File: src/eif_defs.svh
// Constants for the external interrupt input filter: register offsets,
// field positions, reset values and timing counts.
// Assumes it is included by its bare name from each file that uses its macros.
//
// Notes on behaviour
// - Pin zero requests only on a falling edge; trigger and filter are fixed.
// - Pin five requests only on a falling edge; trigger and filter are fixed.
// - Fixed pins, fast modes: reject under one gear period, accept two or more.
// - Fixed pins, slow modes: reject under four low periods, accept eight or more.
// - A request is serviced only with master flag and source enable both set.
// - Pins one to three trigger: 00 rising, 01 falling, 10 both, 11 reserved.
// - Pin four trigger code 11 gives a high-level request.
// - Each request on pins one to four captures the filtered level into a readable level bit.
// - Level bit reads 0 after reset or low level, 1 for high level.
// - Fast modes: configurable filter resamples and needs three equal samples.
// - Interval field: 00 gear clock, 01/10/11 gear clock divided by 4/8/16.
// - Fast modes: reject under two intervals, accept over three plus one period.
// - Slow modes: sample at low clock over four, accept two equal samples.
// - Deep halt and stop modes halt sampling; run or halt modes resume it.
// - Clock-gate bit 0 stops the source logic; 1 makes it usable.
// - All clock-gate bits are 0 after reset.
// - A pin in output mode reads low, giving a request; software disables first.
`ifndef EIF_DEFS_SVH
`define EIF_DEFS_SVH

// ----------------------------------------------------------------
// Register map
// ----------------------------------------------------------------
`define EIF_ADDR_W 4
`define EIF_DATA_W 8
`define EIF_NSRC 6
`define EIF_OFF_GATE 4'h0
`define EIF_OFF_ENABLE 4'h1
`define EIF_OFF_MASTER 4'h2
`define EIF_OFF_LATCH 4'h3
`define EIF_OFF_CTRL1 4'h4

// ----------------------------------------------------------------
// Control register fields
// ----------------------------------------------------------------
`define EIF_FLD_NC_LSB 0
`define EIF_FLD_ES_LSB 2
`define EIF_FLD_LVL 4
`define EIF_TRIG_RISE 2'h0
`define EIF_TRIG_FALL 2'h1
`define EIF_TRIG_BOTH 2'h2
`define EIF_TRIG_LEVEL 2'h3
`define EIF_NC_DIV1 2'h0
`define EIF_NC_DIV4 2'h1
`define EIF_NC_DIV8 2'h2

// ----------------------------------------------------------------
// Reset values
// ----------------------------------------------------------------
`define EIF_RST_GATE 6'h00
`define EIF_RST_ENABLE 6'h00
`define EIF_RST_CTRL 4'h0
`define EIF_RST_LEVEL 1'b0

// ----------------------------------------------------------------
// Timing
// ----------------------------------------------------------------
`define EIF_MCLK_PERIOD_NS 10
`define EIF_SLOW_DIV 4
`define EIF_SLOW_DIV_LAST 2'(`EIF_SLOW_DIV - 1)

`endif

File: src/eif_pkg.sv
// Types shared by the external interrupt input filter.
// Assumes the system mode controller drives the mode code on mclk.
package eif_pkg;

    typedef enum logic [2:0] {
        EIF_FAST_RUN = 3'h0,
        EIF_FAST_HALT = 3'h1,
        EIF_SLOW_RUN = 3'h2,
        EIF_SLOW_HALT = 3'h3,
        EIF_DEEP_HALT_FAST = 3'h4,
        EIF_DEEP_HALT_SLOW = 3'h5,
        EIF_STOPPED = 3'h6
    } eif_mode_t;

    typedef logic [1:0] eif_code_t;

endpackage

File: src/eif_top.sv
// External interrupt input filter: six pins through noise cancellers and
// trigger detectors into request latches, with a small register file.
// Assumes pins and low_freq_clock are asynchronous; op_mode and the
// register port are driven on mclk. mclk is the gear clock.
`timescale 1ns/1ps
`include "eif_defs.svh"

module eif_top (
    input wire logic mclk,
    input wire logic reset,
    input wire logic irq_pin_zero,
    input wire logic irq_pin_one,
    input wire logic irq_pin_two,
    input wire logic irq_pin_three,
    input wire logic irq_pin_four,
    input wire logic irq_pin_five,
    input wire logic [5:0] pin_output_mode,
    input wire logic low_freq_clock,
    input wire eif_pkg::eif_mode_t op_mode,
    input wire logic [3:0] reg_addr,
    input wire logic [7:0] reg_wdata,
    input wire logic reg_write,
    input wire logic reg_read,
    output logic [7:0] reg_rdata,
    output logic [5:0] irq_pending,
    output logic [5:0] irq_service
);
    import eif_pkg::*;

    // ----------------------------------------------------------------
    // Decoding helpers
    // ----------------------------------------------------------------
    function automatic logic is_fast(input eif_mode_t m);
        return (m == EIF_FAST_RUN) || (m == EIF_FAST_HALT);
    endfunction

    function automatic logic is_slow(input eif_mode_t m);
        return (m == EIF_SLOW_RUN) || (m == EIF_SLOW_HALT);
    endfunction

    function automatic logic addr_hit(input logic [3:0] a, input logic [3:0] off);
        return a == off;
    endfunction

    function automatic logic [3:0] ctrl_off(input int k);
        return 4'(`EIF_OFF_CTRL1 + k - 1);
    endfunction

    function automatic logic interval_tick(input eif_code_t nc, input logic [3:0] pre);
        case (nc)
            `EIF_NC_DIV1: return 1'b1;
            `EIF_NC_DIV4: return pre[1:0] == 2'h0;
            `EIF_NC_DIV8: return pre[2:0] == 3'h0;
            default: return pre == 4'h0;
        endcase
    endfunction

    function automatic logic trig_hit(input eif_code_t es, input logic prev, input logic cur,
                                      input logic allow_level);
        case (es)
            `EIF_TRIG_RISE: return !prev && cur;
            `EIF_TRIG_FALL: return prev && !cur;
            `EIF_TRIG_BOTH: return prev ^ cur;
            default: return allow_level && cur;
        endcase
    endfunction

    // ----------------------------------------------------------------
    // Input synchronisers
    // ----------------------------------------------------------------
    logic [5:0] pin_raw;
    logic [5:0] pin_meta;
    logic [5:0] pin_sync;
    logic lf_meta;
    logic lf_sync;
    logic lf_prev;
    logic [5:0] next_pin_meta;
    logic [5:0] next_pin_sync;
    logic next_lf_meta;
    logic next_lf_sync;
    logic next_lf_prev;

    assign pin_raw = {irq_pin_five, irq_pin_four, irq_pin_three, irq_pin_two, irq_pin_one, irq_pin_zero};

    always_comb
    begin
        next_pin_meta = pin_raw;
        next_pin_sync = pin_meta;
        next_lf_meta = low_freq_clock;
        next_lf_sync = lf_meta;
        next_lf_prev = lf_sync;
    end

    always_ff @(posedge mclk)
    begin
        if (reset)
        begin
            pin_meta <= 6'h00;
            pin_sync <= 6'h00;
            lf_meta <= 1'b0;
            lf_sync <= 1'b0;
            lf_prev <= 1'b0;
        end
        else
        begin
            pin_meta <= next_pin_meta;
            pin_sync <= next_pin_sync;
            lf_meta <= next_lf_meta;
            lf_sync <= next_lf_sync;
            lf_prev <= next_lf_prev;
        end
    end

    // ----------------------------------------------------------------
    // Sampling rates
    // ----------------------------------------------------------------
    // The low clock is far slower than mclk, so its rising edge becomes a
    // one-cycle enable; a low clock near mclk rate would be undersampled.
    logic fast_mode;
    logic slow_mode;
    logic mode_active;
    logic fs_tick;
    logic fs4_tick;
    logic [1:0] fs_div;
    logic [3:0] prescale;
    logic [1:0] next_fs_div;
    logic [3:0] next_prescale;

    assign fast_mode = is_fast(op_mode);
    assign slow_mode = is_slow(op_mode);
    assign mode_active = fast_mode || slow_mode;
    assign fs_tick = lf_sync && !lf_prev;
    assign fs4_tick = slow_mode && fs_tick && (fs_div == `EIF_SLOW_DIV_LAST);

    always_comb
    begin
        next_fs_div = fs_div;
        next_prescale = prescale;
        if (slow_mode && fs_tick)
            next_fs_div = fs_div + 2'h1;
        if (fast_mode)
            next_prescale = prescale + 4'h1;
    end

    always_ff @(posedge mclk)
    begin
        if (reset)
        begin
            fs_div <= 2'h0;
            prescale <= 4'h0;
        end
        else
        begin
            fs_div <= next_fs_div;
            prescale <= next_prescale;
        end
    end

    // ----------------------------------------------------------------
    // Registers
    // ----------------------------------------------------------------
    logic [5:0] ext_irq_clock_gate;
    logic [5:0] irq_enable;
    logic master_irq_flag;
    logic [5:0] irq_latch;
    logic [3:0] ext_irq_control [1:4];
    logic [4:1] captured_level;
    logic [5:0] next_gate;
    logic [5:0] next_enable;
    logic next_master;
    logic [5:0] next_latch;
    logic [3:0] next_control [1:4];
    logic [4:1] next_captured;
    logic [7:0] next_rdata;
    logic [5:0] latch_clear;

    // Per-source filter outputs and request strobes
    logic [5:0] filt_level;
    logic [5:0] prev_level;
    logic [5:0] next_prev_level;
    logic [5:0] src_run;
    logic [5:0] hit;

    // ----------------------------------------------------------------
    // Per-source filter and trigger
    // ----------------------------------------------------------------
    genvar i;
    generate
        for (i = 0; i < `EIF_NSRC; i++)
        begin : g_src
            logic tick;
            logic three;
            logic din;

            // Output-mode pins read low, which can itself fire a request
            assign din = pin_output_mode[i] ? 1'b0 : pin_sync[i];
            assign src_run[i] = mode_active && ext_irq_clock_gate[i];

            if (i == 0 || i == `EIF_NSRC - 1)
            begin : g_fixed
                // Two agreeing samples per gear cycle or per slow tick
                assign tick = fast_mode ? 1'b1 : fs4_tick;
                assign three = 1'b0;
                assign hit[i] = src_run[i] && trig_hit(`EIF_TRIG_FALL, prev_level[i], filt_level[i], 1'b0);
            end
            else
            begin : g_conf
                eif_code_t es;
                assign es = ext_irq_control[i][`EIF_FLD_ES_LSB +: 2];
                assign tick = fast_mode ? interval_tick(ext_irq_control[i][`EIF_FLD_NC_LSB +: 2], prescale)
                                        : fs4_tick;
                assign three = fast_mode;
                // Level mode exists only on pin four; elsewhere code 11 is dead
                assign hit[i] = src_run[i] && trig_hit(es, prev_level[i], filt_level[i], i == 4);
            end

            eif_filter u_filter (
                .mclk(mclk),
                .reset(reset),
                .run(src_run[i]),
                .tick(tick),
                .three(three),
                .din(din),
                .level(filt_level[i])
            );
        end
    endgenerate

    // ----------------------------------------------------------------
    // Register update
    // ----------------------------------------------------------------
    always_comb
    begin
        next_gate = ext_irq_clock_gate;
        next_enable = irq_enable;
        next_master = master_irq_flag;
        next_control = ext_irq_control;
        next_captured = captured_level;
        next_prev_level = filt_level;
        next_rdata = 8'h00;
        latch_clear = 6'h00;
        if (reg_write)
        begin
            if (addr_hit(reg_addr, `EIF_OFF_GATE))
                next_gate = reg_wdata[5:0];
            if (addr_hit(reg_addr, `EIF_OFF_ENABLE))
                next_enable = reg_wdata[5:0];
            if (addr_hit(reg_addr, `EIF_OFF_MASTER))
                next_master = reg_wdata[0];
            if (addr_hit(reg_addr, `EIF_OFF_LATCH))
                latch_clear = reg_wdata[5:0];
            for (int k = 1; k <= 4; k++)
            begin
                if (addr_hit(reg_addr, ctrl_off(k)))
                    next_control[k] = reg_wdata[3:0];
            end
        end
        // A request in the clearing cycle survives the clear
        next_latch = (irq_latch & ~latch_clear) | hit;
        for (int k = 1; k <= 4; k++)
        begin
            if (hit[k])
                next_captured[k] = filt_level[k];
        end
        if (reg_read)
        begin
            if (addr_hit(reg_addr, `EIF_OFF_GATE))
                next_rdata = {2'b00, ext_irq_clock_gate};
            if (addr_hit(reg_addr, `EIF_OFF_ENABLE))
                next_rdata = {2'b00, irq_enable};
            if (addr_hit(reg_addr, `EIF_OFF_MASTER))
                next_rdata = {7'h00, master_irq_flag};
            if (addr_hit(reg_addr, `EIF_OFF_LATCH))
                next_rdata = {2'b00, irq_latch};
            for (int k = 1; k <= 4; k++)
            begin
                if (addr_hit(reg_addr, ctrl_off(k)))
                    next_rdata = {3'b000, captured_level[k], ext_irq_control[k]};
            end
        end
    end

    always_ff @(posedge mclk)
    begin
        if (reset)
        begin
            ext_irq_clock_gate <= `EIF_RST_GATE;
            irq_enable <= `EIF_RST_ENABLE;
            master_irq_flag <= 1'b0;
            irq_latch <= 6'h00;
            for (int k = 1; k <= 4; k++)
                ext_irq_control[k] <= `EIF_RST_CTRL;
            captured_level <= 4'h0;
            prev_level <= 6'h00;
            reg_rdata <= 8'h00;
        end
        else
        begin
            ext_irq_clock_gate <= next_gate;
            irq_enable <= next_enable;
            master_irq_flag <= next_master;
            irq_latch <= next_latch;
            ext_irq_control <= next_control;
            captured_level <= next_captured;
            prev_level <= next_prev_level;
            reg_rdata <= next_rdata;
        end
    end

    assign irq_pending = irq_latch;
    assign irq_service = master_irq_flag ? (irq_latch & irq_enable) : 6'h00;
endmodule // eif_top

File: src/eif_filter.sv
// Noise canceller for one interrupt source.
// Assumes din is already synchronised to mclk and tick is a one-cycle enable.
`timescale 1ns/1ps
`include "eif_defs.svh"

module eif_filter (
    input wire logic mclk,
    input wire logic reset,
    input wire logic run,
    input wire logic tick,
    input wire logic three,
    input wire logic din,
    output logic level
);
    import eif_pkg::*;

    logic [1:0] hist;
    logic [1:0] next_hist;
    logic next_level;

    // ----------------------------------------------------------------
    // Sampling
    // ----------------------------------------------------------------
    always_comb
    begin
        next_hist = hist;
        next_level = level;
        // Frozen while the source clock is gated or the mode halts sampling
        if (run && tick)
        begin
            next_hist = {hist[0], din};
            if (three)
            begin
                if (hist[1] == din && hist[0] == din)
                    next_level = din;
            end
            else if (hist[0] == din)
            begin
                next_level = din;
            end
        end
    end

    always_ff @(posedge mclk)
    begin
        if (reset)
        begin
            hist <= 2'h0;
            level <= `EIF_RST_LEVEL;
        end
        else
        begin
            hist <= next_hist;
            level <= next_level;
        end
    end
endmodule // eif_filter

File: config.mk
export PLATFORM = sky130hd
export DESIGN_NAME = eif_top
export DESIGN_NICKNAME = d
export VERILOG_FILES = /design/src/eif_pkg.sv /design/src/eif_top.sv /design/src/eif_filter.sv
export VERILOG_INCLUDE_DIRS = /design/src
export SDC_FILE = /design/constraint.sdc
export NUM_CORES = 1
export LEC_CHECK = 0
export BUFFER_PORTS_ARGS = -buffer_cell sky130_fd_sc_hd__buf_2
export CELL_PAD_IN_SITES_DETAIL_PLACEMENT = 0
export CELL_PAD_IN_SITES_GLOBAL_PLACEMENT = 2
export CORE_MARGIN = 8
export CORE_UTILIZATION = 35
export CTS_BUF_LIST = sky130_fd_sc_hd__clkbuf_16
export DETAILED_ROUTE_END_ITERATION = 16
export PLACE_DENSITY = 0.77
export SLEW_MARGIN = 0
export SYNTH_ARGS = -nofsm -noshare
export SYNTH_HDL_FRONTEND = slang
export SYNTH_SLANG_ARGS = --single-unit
export TNS_END_PERCENT = 50
File: constraint.sdc
create_clock -name mclk -period 2.3 [get_ports mclk]
set_input_delay 0.115 -clock mclk [delete_from_list [all_inputs] [get_ports mclk]]
set_output_delay 0.115 -clock mclk [all_outputs]
set_load 0.1 [all_outputs]
==> results.tsv <==
metric	value	unit
status	finished, final reports clean	
avgViaCountPerCell	5.01	
min_from	irq_pin_one	
grt_pass1_vias	3175	
cp_max_fo	5	
min_path_cells	2	
netlist_instances	458	
p_comb_share	7.5	%
cp_num_buf_inv	1	
avgSynthCellArea	8.95	um2
clock_latency	0.34	ns
netlist_area	0.00410	mm2
min_period_over_period	77.2	%
cp.depth	7	
cts-buffers-inserted	9	
cp_slowest_cell	dfxtp_1	
vias	3241	
core	0.0114	mm2
cp_top_family	compound AO/OA/AOI/OAI gates	
track_usage	13.6	%
path_clk_slew	0.06	ns
detailedPlacementHpwl	7730	um
drtIter0Drc	173	
num-fill-cells	1164	
globalplace.congestion	0.797	
required	2.52	ns
grt_max_degree	68	
pwr_density_cell	670	mW/mm2
met2_usage	22.0	%
p_seq_share	48.9	%
slew_violations	0	
n_antenna_cell	0	
cts_tree	yes	
initial_core_util	35.9	%
overflow	0	
reg2regPathDepth	7	
timing.setup.tns	0	ns
ctsHtreeMaxLevel	3	
ir_worst_vdd	0.436	mV
ff2ff_setup_slack	0.52	ns
yosys_register_bits	88	
yosysTopAreaCellShare	43.0	%
yosysWarnings	0	
cap_violations	0	
r2r_end	g_src[3].u_filter.hist[0]	
ioPinCount	52	
dr.pass1.iters	5	
grt_pass1_wl	17100	um
areaGrowthSynthToFinish	16.0	%
internal_power	2.44	mW
worst_ep_arrival_time	1.99	ns
ys_seq_area_share	43.0	%
finalClockSkew	0.00709	ns
hold_viol	0	
hold_class	input pin to flip-flop	
ant_nets	0	
critPathLaunchType	flip-flop	
dieWidth	124	um
rows	39	
ys_types	59	
max_stage_delay	0.38	ns
clock.fmax	563	MHz
synth.area.top_cells	dfxtp_1, mux2i_1, nor2_1	
r2r_start	prescale[0]	
numClockSinks	88	
wl	10600	um
min_period	1.78	ns
route.detailed.drc	0	
worstSetupPathType	flip-flop to flip-flop	
die_area	0.0154	mm2
path_cells	inv_1, ha_1, nor2b_1, o21ai_0, o211ai_1, mux2i_1, nor2_1	
design_area	0.00476	mm2
cts_root_buffer	clkbuf_16	
power_switching	0.746	mW
fin_nets	543	
clock_power_share	43.6	%
synth_top_area_cell	dfxtp_1	
endpoint_kind	flip-flop	
switching_share	23.4	%
top_usage_layer	met2	
min_to	next_pin_sync[1]	
maxSlewHeadroom	63.8	%
synth-edff-count	0	
p_leak	1.94	nW
async_flop_share	0	%
port-buffer-count	46	
die_y	124	um
dpl-instance-area	0.00442	mm2
cts_resized	0	
drive_above_1_share	16.3	%
rsz0062_at_grt	false	
synthFlopType	dfxtp_1	
cts_setup_buffers	0	
routedWlPerCell	16.4	um
worst_pin_slew	0.539	ns
setup_viol	0	
use_met1	17.2	%
met3_usage	4.13	%
cts_hold_buf	6	
antenna_found_initial	0	
holdWs	0.0191	ns
finalPower	3.19	mW
clockBufferDepth	2	
[layout make-up]
cell class	count	area (um2)	share of cell area, %
timing repair buffer	53	310	6.52
sequential	88	1760	37.0
inverter	24	90.1	1.89
clock inverter	6	52.6	1.10
clock buffer	9	225	4.73
multi-input combinational	324	2140	45.0
tap	143	179	3.76
[cells by family after synthesis]
family / count (synthesis) / share of synthesized area, %
flip-flops: 88 / 43.0
XOR/XNOR: 4 / 0.855
AO/OA/AOI/OAI: 94 / 15.6
multiplexers: 38 / 9.80
adder cells (fa/ha/maj): 11 / 3.36
buffers and inverters: 47 / 4.97
AND/OR/NAND/NOR: 175 / 22.3
other: 1 / 0.0915
[synthesized netlist by cell type (2+ instances only)]
master / count
o2111ai_1: 2
nand2_1: 20
nand2b_1: 11
nand4bb_1: 2
nor3_1: 4
clkbuf_1: 8
mux2i_1: 30
and3_1: 10
ha_1: 11
xor2_1: 2
a22o_1: 2
mux2_2: 7
nand4_1: 3
o2111a_1: 2
buf_2: 6
a211oi_1: 2
o21ai_0: 18
inv_1: 24
or3_2: 2
nand3_1: 6
nor2_1: 75
o22ai_1: 5
buf_1: 4
dfxtp_1: 88
nor2b_1: 30
buf_4: 3
a32o_1: 4
xnor2_1: 2
a31oi_1: 2
a21oi_1: 44
[power by group through the flow]
| stage | logic (mW) | clock network [mW] | registers (mW) |
|---|---|---|---|
| floorplan | 0.155 | 0 | 1.60 |
| global placement | 0.230 | 0 | 1.59 |
| detailed placement | 0.231 | 0 | 1.59 |
| CTS | 0.239 | 1.45 | 1.56 |
| global route | 0.258 | 1.50 | 1.56 |
| finish | 0.238 | 1.39 | 1.56 |
[worst register-to-register path, cell delays in order, from the launching register on]
cell and delay, ns:
dfxtp_1 0.38, inv_1 0.06, ha_1 0.27, nor2b_1 0.13, o21ai_0 0.15, o211ai_1 0.38, mux2i_1 0.24, nor2_1 0.05
[worst max-delay path by stage]
stage,startpoint,endpoint,slack [ns]
finish,prescale[0],g_src[3].u_filter.hist[0],0.52
CTS,prescale[0],g_src[3].u_filter.hist[0],0.50
detailed placement,prescale[0],g_src[1].u_filter.level,0.52
global placement,prescale[0],g_src[3].u_filter.hist[0],0.54
floorplan,irq_pending[1],irq_service[1],0.32
global route,prescale[0],g_src[2].u_filter.hist[0],0.35
[flip-flops by register name, summed over array words and instances (netlist names)]
signal	cells
lf_meta	1
pin_sync	6
ext_irq_control	16
irq_pending	6
lf_sync	1
g_src.u_filter.level	6
irq_enable	6
reg_rdata	6
prescale	4
g_src.u_filter.hist	10
lf_prev	1
fs_div	2
master_irq_flag	1
captured_level	4
prev_level	6
next_pin_sync	6
ext_irq_clock_gate	6
[metrics by stage]
step / cells / util, % / worst slack (ns)
after global routing: 647 / 41.7 / 0.345
after global placement: 626 / 38.7 / 0.544
final: 647 / 41.7 / 0.524
after detailed placement: 626 / 38.7 / 0.519
after floorplan: 459 / - / 0.323
after CTS: 647 / 41.7 / 0.496
[routing by layer]
layer,up-vias,part of all wire (%)
met5,-,0
met4,0,1.2
met3,6,5.1
met2,75,46
met1,1504,48
li1,1656,-
[cells in the final DEF (no fill, tap or decap), drive strengths merged, types with 7 or more instances in the layout]
| cell type | netlist | routed |
|---|---|---|
| ha | 11 | 11 |
| o21ai | 19 | 19 |
| buf | 14 | 47 |
| clkbuf | 9 | 9 |
| mux2i | 30 | 30 |
| and3 | 10 | 10 |
| nor2 | 76 | 76 |
| nand2 | 20 | 20 |
| mux2 | 7 | 7 |
| inv | 24 | 25 |
| nor2b | 30 | 30 |
| dfxtp | 88 | 88 |
| a21oi | 45 | 45 |
| nand2b | 12 | 12 |
Note: power is estimated with default switching activity, not from simulation.
